==> src/rtl/switch_event_pkg.sv <==
package switch_event_pkg;

	// ----------------------------------------------------------------
	// Register indices and byte addresses
	// ----------------------------------------------------------------
	localparam int ADDR_W = 12;
	localparam logic [7:0] IDX_EVENT_STATUS = 8'h7C;
	localparam logic [7:0] IDX_EVENT_ENABLE = 8'h7D;
	localparam logic [7:0] IDX_FILTER_STATUS = 8'h7E;
	localparam logic [7:0] IDX_FILTER_ENABLE = 8'h7F;
	localparam logic [ADDR_W-1:0] ADDR_EVENT_STATUS = {2'h0, IDX_EVENT_STATUS, 2'h0};
	localparam logic [ADDR_W-1:0] ADDR_EVENT_ENABLE = {2'h0, IDX_EVENT_ENABLE, 2'h0};
	localparam logic [ADDR_W-1:0] ADDR_FILTER_STATUS = {2'h0, IDX_FILTER_STATUS, 2'h0};
	localparam logic [ADDR_W-1:0] ADDR_FILTER_ENABLE = {2'h0, IDX_FILTER_ENABLE, 2'h0};

	// ----------------------------------------------------------------
	// Field layout
	// ----------------------------------------------------------------
	localparam int FLAG_W = 5;
	localparam int PORT1_BIT = 0;
	localparam int PORT2_BIT = 1;
	localparam int PORT3_BIT = 2;
	localparam int WAKE_BIT = 4;
	localparam int LINK_PORTS = 3;
	localparam int FILTER_PORTS = 5;
	localparam logic [4:0] EVENT_MASK = 5'h17;
	localparam logic [4:0] FILTER_MASK = 5'h1F;
	localparam logic [4:0] FLAGS_RESET = 5'h00;

	// ----------------------------------------------------------------
	// Bus answers
	// ----------------------------------------------------------------
	localparam logic [1:0] RESP_OKAY = 2'h0;
	localparam logic [1:0] RESP_DECERR = 2'h3;
	localparam logic [31:0] DATA_ZERO = 32'h0000_0000;

endpackage

==> src/rtl/switch_event_interrupt_regs.sv <==
module switch_event_interrupt_regs #(
	parameter int ADDR_W = switch_event_pkg::ADDR_W,
	parameter int LINK_PORTS = switch_event_pkg::LINK_PORTS,
	parameter int FILTER_PORTS = switch_event_pkg::FILTER_PORTS
) (
	// Clock and reset
	input wire logic clk,
	input wire logic rstn,
	// Write address channel
	input wire logic awvalid,
	output logic awready,
	input wire logic [ADDR_W-1:0] awaddr,
	input wire logic [2:0] awprot,
	// Write data channel
	input wire logic wvalid,
	output logic wready,
	input wire logic [31:0] wdata,
	input wire logic [3:0] wstrb,
	// Write response channel
	output logic bvalid,
	input wire logic bready,
	output logic [1:0] bresp,
	// Read address channel
	input wire logic arvalid,
	output logic arready,
	input wire logic [ADDR_W-1:0] araddr,
	input wire logic [2:0] arprot,
	// Read data channel
	output logic rvalid,
	input wire logic rready,
	output logic [31:0] rdata,
	output logic [1:0] rresp,
	// Switch events
	input wire logic [LINK_PORTS-1:0] link_up,
	input wire logic wake_event,
	input wire logic wake_ctrl_write,
	input wire logic [FILTER_PORTS-1:0] filter_event,
	// Host interrupt
	output logic irq
);

	// ----------------------------------------------------------------
	// Declarations
	// ----------------------------------------------------------------
	logic aw_held;
	logic w_held;
	logic [ADDR_W-1:0] wr_addr;
	logic [31:0] wr_data;
	logic [3:0] wr_strb;
	logic do_write;
	logic do_read;
	logic low_lane;
	logic [ADDR_W-1:0] wr_word;
	logic [ADDR_W-1:0] rd_word;
	logic wr_hit_status;
	logic wr_hit_enable;
	logic wr_hit_filter_enable;
	logic wr_mapped;
	logic rd_hit_status;
	logic rd_hit_filter_status;
	logic [LINK_PORTS-1:0] link_changed;
	logic [4:0] event_set;
	logic [4:0] event_clr;
	logic [4:0] event_status;
	logic [4:0] filter_set;
	logic [4:0] filter_clr;
	logic [4:0] filter_event_flags;
	logic [4:0] event_enable;
	logic [4:0] filter_event_enables;
	logic [31:0] next_rdata;
	logic [1:0] next_rresp;
	localparam logic [31:0] DATA_ZERO_C = switch_event_pkg::DATA_ZERO;

	// ----------------------------------------------------------------
	// Write address and data capture, in either order
	// ----------------------------------------------------------------
	assign awready = !aw_held;
	assign wready = !w_held;
	assign do_write = aw_held && w_held && !bvalid;

	always_ff @(posedge clk or negedge rstn) begin
		if (!rstn) begin
			aw_held <= 1'b0;
			wr_addr <= '0;
		end else if (awvalid && awready) begin
			aw_held <= 1'b1;
			wr_addr <= awaddr;
		end else if (do_write) begin
			aw_held <= 1'b0;
		end
	end

	always_ff @(posedge clk or negedge rstn) begin
		if (!rstn) begin
			w_held <= 1'b0;
			wr_data <= DATA_ZERO_C;
			wr_strb <= 4'h0;
		end else if (wvalid && wready) begin
			w_held <= 1'b1;
			wr_data <= wdata;
			wr_strb <= wstrb;
		end else if (do_write) begin
			w_held <= 1'b0;
		end
	end

	// ----------------------------------------------------------------
	// Write decode
	// ----------------------------------------------------------------
	assign wr_word = {wr_addr[ADDR_W-1:2], 2'h0};
	assign low_lane = wr_strb[0];

	always_comb begin
		wr_hit_status = 1'b0;
		wr_hit_enable = 1'b0;
		wr_hit_filter_enable = 1'b0;
		wr_mapped = 1'b1;
		if (wr_word == switch_event_pkg::ADDR_EVENT_STATUS) begin
			wr_hit_status = do_write && low_lane;
		end else if (wr_word == switch_event_pkg::ADDR_EVENT_ENABLE) begin
			wr_hit_enable = do_write && low_lane;
		end else if (wr_word == switch_event_pkg::ADDR_FILTER_ENABLE) begin
			wr_hit_filter_enable = do_write && low_lane;
		end else if (wr_word == switch_event_pkg::ADDR_FILTER_STATUS) begin
			wr_mapped = 1'b1;
		end else begin
			wr_mapped = 1'b0;
		end
	end

	// ----------------------------------------------------------------
	// Write response
	// ----------------------------------------------------------------
	always_ff @(posedge clk or negedge rstn) begin
		if (!rstn) begin
			bvalid <= 1'b0;
			bresp <= switch_event_pkg::RESP_OKAY;
		end else if (do_write) begin
			bvalid <= 1'b1;
			bresp <= wr_mapped ? switch_event_pkg::RESP_OKAY : switch_event_pkg::RESP_DECERR;
		end else if (bvalid && bready) begin
			bvalid <= 1'b0;
		end
	end

	// ----------------------------------------------------------------
	// Read decode
	// ----------------------------------------------------------------
	assign arready = !rvalid;
	assign do_read = arvalid && arready;
	assign rd_word = {araddr[ADDR_W-1:2], 2'h0};

	always_comb begin
		next_rdata = DATA_ZERO_C;
		next_rresp = switch_event_pkg::RESP_OKAY;
		rd_hit_status = 1'b0;
		rd_hit_filter_status = 1'b0;
		if (rd_word == switch_event_pkg::ADDR_EVENT_STATUS) begin
			next_rdata[4:0] = event_status & switch_event_pkg::EVENT_MASK;
			rd_hit_status = do_read;
		end else if (rd_word == switch_event_pkg::ADDR_EVENT_ENABLE) begin
			next_rdata[4:0] = event_enable & switch_event_pkg::EVENT_MASK;
		end else if (rd_word == switch_event_pkg::ADDR_FILTER_STATUS) begin
			next_rdata[4:0] = filter_event_flags;
			rd_hit_filter_status = do_read;
		end else if (rd_word == switch_event_pkg::ADDR_FILTER_ENABLE) begin
			next_rdata[4:0] = filter_event_enables;
		end else begin
			next_rresp = switch_event_pkg::RESP_DECERR;
		end
	end

	// ----------------------------------------------------------------
	// Read data channel
	// ----------------------------------------------------------------
	always_ff @(posedge clk or negedge rstn) begin
		if (!rstn) begin
			rvalid <= 1'b0;
			rdata <= DATA_ZERO_C;
			rresp <= switch_event_pkg::RESP_OKAY;
		end else if (do_read) begin
			rvalid <= 1'b1;
			rdata <= next_rdata;
			rresp <= next_rresp;
		end else if (rvalid && rready) begin
			rvalid <= 1'b0;
		end
	end

	// ----------------------------------------------------------------
	// Link change detection
	// ----------------------------------------------------------------
	change_detect #(
		.WIDTH(LINK_PORTS)
	) u_link_change (
		.clk(clk),
		.rstn(rstn),
		.level(link_up),
		.changed(link_changed)
	);

	// ----------------------------------------------------------------
	// Event status sets and clears
	// ----------------------------------------------------------------
	always_comb begin
		event_set = switch_event_pkg::FLAGS_RESET;
		event_set[switch_event_pkg::PORT1_BIT] = link_changed[0];
		event_set[switch_event_pkg::PORT2_BIT] = link_changed[1];
		event_set[switch_event_pkg::PORT3_BIT] = link_changed[2];
		event_set[switch_event_pkg::WAKE_BIT] = wake_event;
	end

	always_comb begin
		event_clr = switch_event_pkg::FLAGS_RESET;
		if (wr_hit_status) begin
			event_clr = wr_data[4:0] & switch_event_pkg::EVENT_MASK;
		end
		if (rd_hit_status) begin
			event_clr = switch_event_pkg::EVENT_MASK;
		end
		if (wake_ctrl_write) begin
			event_clr[switch_event_pkg::WAKE_BIT] = 1'b1;
		end
	end

	sticky_flags #(
		.WIDTH(switch_event_pkg::FLAG_W)
	) u_event_status (
		.clk(clk),
		.rstn(rstn),
		.set(event_set),
		.clr(event_clr),
		.q(event_status)
	);

	// ----------------------------------------------------------------
	// Filter event flags
	// ----------------------------------------------------------------
	assign filter_set = 5'(filter_event);
	assign filter_clr = rd_hit_filter_status ? switch_event_pkg::FILTER_MASK : switch_event_pkg::FLAGS_RESET;

	sticky_flags #(
		.WIDTH(switch_event_pkg::FLAG_W)
	) u_filter_status (
		.clk(clk),
		.rstn(rstn),
		.set(filter_set),
		.clr(filter_clr),
		.q(filter_event_flags)
	);

	// ----------------------------------------------------------------
	// Enable registers
	// ----------------------------------------------------------------
	always_ff @(posedge clk or negedge rstn) begin
		if (!rstn) begin
			event_enable <= switch_event_pkg::FLAGS_RESET;
		end else if (wr_hit_enable) begin
			event_enable <= wr_data[4:0] & switch_event_pkg::EVENT_MASK;
		end
	end

	always_ff @(posedge clk or negedge rstn) begin
		if (!rstn) begin
			filter_event_enables <= switch_event_pkg::FLAGS_RESET;
		end else if (wr_hit_filter_enable) begin
			filter_event_enables <= wr_data[4:0] & switch_event_pkg::FILTER_MASK;
		end
	end

	// ----------------------------------------------------------------
	// Host interrupt
	// ----------------------------------------------------------------
	assign irq = (|(event_status & event_enable)) | (|(filter_event_flags & filter_event_enables));

endmodule // switch_event_interrupt_regs

==> src/rtl/sticky_flags.sv <==
module sticky_flags #(
	parameter int WIDTH = 5
) (
	// Clock and reset
	input wire logic clk,
	input wire logic rstn,
	// Set and clear requests
	input wire logic [WIDTH-1:0] set,
	input wire logic [WIDTH-1:0] clr,
	// Flags
	output logic [WIDTH-1:0] q
);

	// ----------------------------------------------------------------
	// Flags hold until cleared; a set in the clearing cycle wins.
	// ----------------------------------------------------------------
	always_ff @(posedge clk or negedge rstn) begin
		if (!rstn) begin
			q <= '0;
		end else begin
			q <= (q & ~clr) | set;
		end
	end

endmodule // sticky_flags

==> src/rtl/change_detect.sv <==
module change_detect #(
	parameter int WIDTH = 3
) (
	// Clock and reset
	input wire logic clk,
	input wire logic rstn,
	// Watched levels
	input wire logic [WIDTH-1:0] level,
	// One-cycle pulse on each change
	output logic [WIDTH-1:0] changed
);

	logic [WIDTH-1:0] prev;
	logic primed;

	// ----------------------------------------------------------------
	// The first level after reset is taken as reference, not a change.
	// ----------------------------------------------------------------
	always_ff @(posedge clk or negedge rstn) begin
		if (!rstn) begin
			prev <= '0;
			primed <= 1'b0;
		end else begin
			prev <= level;
			primed <= 1'b1;
		end
	end

	assign changed = primed ? (level ^ prev) : '0;

endmodule // change_detect

==> config.mk <==
export PLATFORM = sky130hd
export DESIGN_NAME = switch_event_interrupt_regs
export DESIGN_NICKNAME = d
export VERILOG_FILES = /design/src/rtl/switch_event_pkg.sv /design/src/rtl/switch_event_interrupt_regs.sv /design/src/rtl/sticky_flags.sv /design/src/rtl/change_detect.sv
export SDC_FILE = /design/constraint.sdc
export NUM_CORES = 1
export LEC_CHECK = 0
export BUFFER_PORTS_ARGS = -buffer_cell sky130_fd_sc_hd__buf_2
export CORE_MARGIN = 2
export CORE_UTILIZATION = 40
export CTS_CLUSTER_SIZE = 10
export DETAILED_ROUTE_END_ITERATION = 8
export GPL_ROUTABILITY_DRIVEN = 0
export PLACE_DENSITY = 0.75
export SLEW_MARGIN = 20
export SYNTH_ARGS = -nofsm -noshare
export SYNTH_HDL_FRONTEND = slang
export SYNTH_SLANG_ARGS = --single-unit
==> constraint.sdc <==
create_clock -name clk -period 1.82 [get_ports clk]
set_input_delay 0.182 -clock clk [delete_from_list [all_inputs] [get_ports clk]]
set_output_delay 0.182 -clock clk [all_outputs]
set_load 0.02 [all_outputs]
==> results of run 1 <==
==> layout by cell type (no fill, tap or decap), types with 4 or more instances in the layout <==
cell type / count
a21o_1: 6
a22o_1: 4
a32o_1: 5
buf_2: 57
buf_4: 9
clkbuf_8: 5
conb_1: 28
dfrtp_1: 49
inv_1: 5
mux2_2: 25
mux2i_1: 8
nand2_1: 13
==> sequential cells by signal, summed over array words and instances, names as in the netlist, 3 cells and up <==
signal	cells
u_filter_status.q	5
rdata	5
filter_event_enables	5
u_link_change.prev	3
u_event_status.q	4
wr_data	5
wr_addr	10
event_enable	4
==> through the flow <==
step | total power [mW] | std cells | area (µm²) | utilization [%] | hold slack (ns)
6_report | 3.23 | 329 | 2810 | 50.4 | 0.00994
3_5_place_dp | 2.35 | 319 | 2650 | 47.6 | 0.191
3_3_place_gp | 2.32 | 319 | 2650 | 47.6 | 0.193
5_1_grt | 3.43 | 329 | 2810 | 50.4 | 0.00639
4_1_cts | 3.26 | 328 | 2800 | 50.2 | 0.00545
2_1_floorplan | 2.13 | 216 | 2440 | - | -0.114
==> power groups by stage <==
stage / sequential [mW] / combinational [mW] / clock, mW
finish: 1.51 / 0.803 / 0.916
global route: 1.55 / 0.887 / 0.987
CTS: 1.51 / 0.815 / 0.936
detailed placement: 1.54 / 0.812 / 0
global placement: 1.52 / 0.794 / 0
floorplan: 1.52 / 0.615 / 0
==> worst paths after layout <==
| path | depth (start not counted) | startpoint | end |
|---|---|---|---|
| worst max register to register | 4 | wr_addr[10] | filter_event_enables[4] |
| worst max-delay path | 4 | wr_addr[10] | filter_event_enables[4] |
| worst min register to register | 1 | rdata[0] | rdata[0] |
| min in group asynchronous | 2 | rstn | u_link_change.prev[2] |
| worst min-delay path | 1 | link_up[2] | u_link_change.prev[2] |
| max in group asynchronous | 3 | rstn | u_event_status.q[0] |
==> cells in the mapped netlist <==
cell and n:
or3b_2 1, or4b_1 1, clkbuf_1 5, nor4_2 1, o21a_1 2, nand3b_1 2
nand3b_2 1, buf_4 29, a22o_1 4, nand2b_1 2, nor4_4 2, a21o_1 6
a21boi_0 3, a222oi_1 1, a22oi_1 1, mux2i_1 8, nor3_1 2, a221oi_1 1
a21oi_1 2, nor2_1 2, nor2b_1 2, nand3_1 2, a32o_1 5, buf_2 1
inv_1 5, o21ai_0 3, conb_1 2, dfrtp_1 49, or4b_4 1, mux2_2 26
nand4_1 2, xor2_1 3, nand2_1 13
==> final cells by class <==
type / instances / area, µm² / share of cell area (%)
clock buffer: 5 / 68.8 / 2.45
multi-input combinational: 127 / 955 / 34.0
inverter: 5 / 18.8 / 0.668
timing repair buffer: 68 / 383 / 13.6
tap: 72 / 90.1 / 3.21
clock inverter: 3 / 68.8 / 2.45
sequential: 49 / 1230 / 43.6
==> what timing repair did <==
item                                    4_1_cts  5_1_grt
resized for setup                             0        1
setup buffers                                 0        1
endpoints found under the hold margin        22        0
hold buffers                                  1        0
endpoints found under the setup margin        6        9
pin swaps                                     3        0
==> routing by layer <==
metal | track usage (%) | part of all wire (%) | up-vias
met5 | 0 | 0 | -
met4 | 3.05 | 0.56 | 0
met3 | 4.04 | 8.7 | 5
met2 | 21.1 | 47 | 69
met1 | 18.4 | 44 | 758
li1 | - | - | 746
==> kinds of logic after synthesis <==
kind of cell | Yosys count
flops | 49
mux | 34
other cells | 2
simple gates | 34
xor+xnor | 3
buf+inv | 40
compound gates | 28
==> results.json, run 1 <==
{
  "status": "complete, no violations",
  "grt_max_degree": 28,
  "rsz0062_at_grt": "yes",
  "postRouteAntennaNets": 0,
  "drt-initial-drc-count": 73,
  "vias_per_cell": 4.80,
  "syn2layout_area_growth_pct": 20.1,
  "core-area_mm2": 0.00557,
  "max_stage_delay_ns": 0.60,
  "antennaDiodeCount": 0,
  "rows": 27,
  "cp.buffers_inverters": 1,
  "hpwl_mm": 3.24,
  "die_area_mm2": 0.00648,
  "ys_warn_count": 0,
  "fin_worst_skew_ns": 0.00850,
  "p_sw_share_pct": 29.5,
  "grt_usage_pct": 13.5,
  "numClockSinks": 49,
  "grt_pass1_vias": 1454,
  "regToRegSetupSlack_ns": 0.05,
  "power.leakage_nw": 1.37,
  "slew_headroom_pct": 64.3,
  "antenna_found_initial": 0,
  "wl_per_cell_um": 12.6,
  "clk_latency_ns": 0.30,
  "clk_pin_slew_worst_paths_ns": 0.09,
  "hold_violations": 0,
  "power.density_mw_per_mm2": 1150,
  "cp.arrival_ns": 1.95,
  "yosys-top-cells-area": "dfrtp_1 (52%), mux2_2 (13%), buf_4 (9.3%)",
  "drv_cap": 0,
  "p_switching_uw": 954,
  "seq_power_share_pct": 46.8,
  "cts_tree": "yes",
  "min-delay-path-class": "input pin to flip-flop",
  "synth_compound_area_share_pct": 9.36,
  "clkPwrFrac_pct": 28.3,
  "fin_tns_setup_ns": 0,
  "max-vdd-ir-drop_mv": 0.701,
  "crit_family": "simple AND/OR/NAND/NOR gates",
  "synthAdderAreaFrac_pct": 0,
  "grt_first_pass_wirelength_mm": 6.78,
  "synth_seq_cells": 49,
  "synthXorXnorAreaFrac_pct": 1.12,
  "crit_chain": "or4b_4 > nor4_4 > buf_4 > mux2_2",
  "worstSetupPathType": "flip-flop to flip-flop",
  "postLayoutSetupSlackWorst_ns": 0.0507,
  "die_y_um": 80.5,
  "firstDrtPassIters": 6,
  "drive_gt1_share_pct": 41.6,
  "htreeDepth": 2,
  "yosys.cell_types.count": 33,
  "start_util_pct": 42.0,
  "cp-start-kind": "flip-flop",
  "period_share_pct": 97.2,
  "io_pins": 125,
  "yosys.area_share.simple_pct": 9.73,
  "drt-total-wl_mm": 4.13,
  "place_ws_ns": -0.106,
  "comb_power_share_pct": 24.8,
  "synth_top_family_by_area": "multiplexers",
  "fp.dieW_um": 80.5,
  "cp_max_fo": 5,
  "cts_buffers": 5,
  "power.internal_mw": 2.28,
  "fin_crit_ns": 1.77,
  "netlist.area_leader.share_pct": 52.4,
  "netlist_area_mm2": 0.00234,
  "clockBufferDepth": 2,
  "drv_slew": 0,
  "drcViolationCount": 0,
  "io_buffers": 57,
  "grt-ovfl-total": 0,
  "final-setup-viol-count": 0,
  "slowest_stage": "or4b_4",
  "cts-root-buf": "clkbuf_8",
  "endpoint_kind": "flip-flop",
  "critical_path_required_ns": 2.00,
  "synthMuxAreaShare_pct": 15.9,
  "avgSynthCellArea_um2": 12.3,
  "max_freq_mhz": 565,
  "final_nets": 339,
  "ys_seq_area_share_pct": 52.4,
  "yosys.area.top_type": "dfrtp_1",
  "syn_inst": 190,
  "via_count": 1578,
  "nFillCells": 504,
  "worst_slew_pin_slew_ns": 0.535
}
(Power assumes the default switching activity.)
==> run 2: changes to the inputs <==
- clock period: 1.82 -> 1.51 ns (I/O delays scaled with it)
==> run 2 against run 1 <==
  * The flow now finishes with violations (negative setup slack)
  * Global-route usage increased by 2.4 points
  * Cell area is 4.9% higher
  * First-iteration DRC count shrank 14%
  * Core utilization up 2.5 points
  * Combinational power is 46% higher
  * Maximum frequency up 1.3%
  * Non-clock buffer count increased by 14
==> results.json, run 2 (synthesis gave the netlist of run 1 again) <==
{
  "fin_worst_skew_ns": 0.0109,
  "htreeDepth": 2,
  "clkPwrFrac_pct": 20.9,
  "grt_pass1_vias": 1651,
  "clockBufferDepth": 2,
  "final_common_cell": "buf_2",
  "io_buffers": 57,
  "die_y_um": 80.5,
  "final_nets": 353,
  "postRouteAntennaNets": 0,
  "place_ws_ns": -0.251,
  "cts-root-buf": "clkbuf_8",
  "cp.arrival_ns": 1.94,
  "postLayoutSetupSlackWorst_ns": -0.237,
  "max_freq_mhz": 572,
  "via_count": 1591,
  "drv_slew": 0,
  "vias_per_cell": 4.64,
  "status": "finished with violations",
  "rsz0062_at_grt": "yes",
  "firstDrtPassIters": 4,
  "dp_cells": 325,
  "syn2layout_area_growth_pct": 26.0,
  "grt_max_degree": 50,
  "drcViolationCount": 0,
  "core-area_mm2": 0.00557,
  "min-delay-path-class": "input pin to flip-flop",
  "antenna_found_initial": 0,
  "drt-total-wl_mm": 4.74,
  "rows": 27,
  "comb_power_share_pct": 30.9,
  "numClockSinks": 49,
  "die_area_mm2": 0.00648,
  "grt_first_pass_wirelength_mm": 7.71,
  "wl_per_cell_um": 13.8,
  "wl_met2_mm": 2.33,
  "nFillCells": 489,
  "drt-initial-drc-count": 63,
  "start_util_pct": 42.0,
  "grt_usage_pct": 15.9,
  "met1_length_mm": 2.10,
  "fin_util_pct": 52.9,
  "final-setup-viol-count": 14,
  "endpoint_kind": "flip-flop",
  "fp.dieW_um": 80.5,
  "dr_wl_met3_um": 251,
  "max-vdd-ir-drop_mv": 0.738,
  "drive_gt1_share_pct": 44.6,
  "cts_tree": "yes",
  "routed.top_layer": "met4",
  "violations": "negative setup slack",
  "p_switching_mw": 1.27,
  "power.density_mw_per_mm2": 1290,
  "worstSetupPathType": "flip-flop to flip-flop",
  "antennaDiodeCount": 0,
  "power.internal_mw": 2.53,
  "drv_cap": 0,
  "fin_cells": 343,
  "power.leakage_nw": 1.44,
  "cts_buffers": 5,
  "io_pins": 125,
  "layout_common_cells": "buf_2 (56), dfrtp_1 (48), conb_1 (28)",
  "largest_reg_flops": 10,
  "grt-ovfl-total": 0,
  "hold_violations": 0,
  "cp_max_fo": 4,
  "cp-start-kind": "flip-flop",
  "worst_hold_slack_ns": 0.0156,
  "clk_pin_slew_worst_paths_ns": 0.10,
  "critical_path_required_ns": 1.70,
  "period_share_pct": 116,
  "fin_crit_ns": 1.75,
  "p_sw_share_pct": 33.4,
  "seq_power_share_pct": 48.2,
  "clk_latency_ns": 0.31,
  "hpwl_mm": 3.55,
  "largest-register": "wr_addr"
}
-- run 2: cell count changes in the layout (fill, tap and decap cells not counted), moves of 2 or more --
cell,delta
mux2_2,-8
dlygate4sd3_1,+3
bufinv_16,-2
buf_4,+9
mux2_4,+8
buf_6,+3
-- run 2: layer usage --
| layer | vias to the layer above | track usage (%) |
|---|---|---|
| met1 | 761 | 19.3 |
| met3 | 5 | 3.60 |
| li1 | 769 | - |
| met5 | - | 0 |
| met2 | 56 | 27.8 |
| met4 | 0 | 5.08 |
-- run 2: critical path, stage by stage (launching register included) --
cell and delay (ns):
dfrtp_1 0.39, or4b_4 0.60, nor4_4 0.15, buf_4 0.19, mux2_4 0.30
-- run 2: layout make-up --
| class | count | area [µm²] | area share (%) |
|---|---|---|---|
| Sequential cell | 49 | 1230 | 41.6 |
| Multi-Input combinational cell | 127 | 1010 | 34.4 |
| Tap cell | 72 | 90.1 | 3.05 |
| Clock inverter | 3 | 21.3 | 0.721 |
| Inverter | 5 | 18.8 | 0.636 |
| Timing Repair Buffer | 82 | 509 | 17.3 |
| Clock buffer | 5 | 68.8 | 2.33 |
-- run 2: worst paths after layout --
check                           cells after the start         from  slack, ns               to
worst max-delay path                                4  wr_addr[11]      -0.24  event_enable[2]
worst min-delay path                                2       rready       0.02           rvalid
worst max register to register                      4  wr_addr[11]      -0.24  event_enable[2]
worst min register to register                      1     rdata[3]       0.49         rdata[3]
max in group asynchronous                           3         rstn       0.89           rvalid
min in group asynchronous                           3         rstn       0.36         bresp[0]
-- run 2: per-stage QoR --
stage	TNS, ns	instance area (µm²)	total power, mW
2_1_floorplan	-1.65	2460	2.59
3_5_place_dp	-4.30	2720	3.00
5_1_grt	-3.96	2950	4.01
4_1_cts	-3.16	2920	3.80
6_report	-3.05	2950	3.79
3_3_place_gp	-3.45	2720	2.93
-- run 2: timing repair --
action / 4_1_cts / 5_1_grt
gates resized for setup: 7 / 7
buffers inserted: 5 / 1
pin swaps: 4 / 4
endpoints found under the hold margin: 52 / 0
hold buffers: 4 / 0
endpoints found under the setup margin: 19 / 19
-- run 2: power groups by stage --
stage	clock, mW	sequential, mW	combinational, mW
floorplan	0	1.83	0.764
global placement	0	1.83	1.10
detailed placement	0	1.85	1.15
CTS	0.801	1.82	1.18
global route	0.877	1.87	1.27
finish	0.792	1.83	1.17
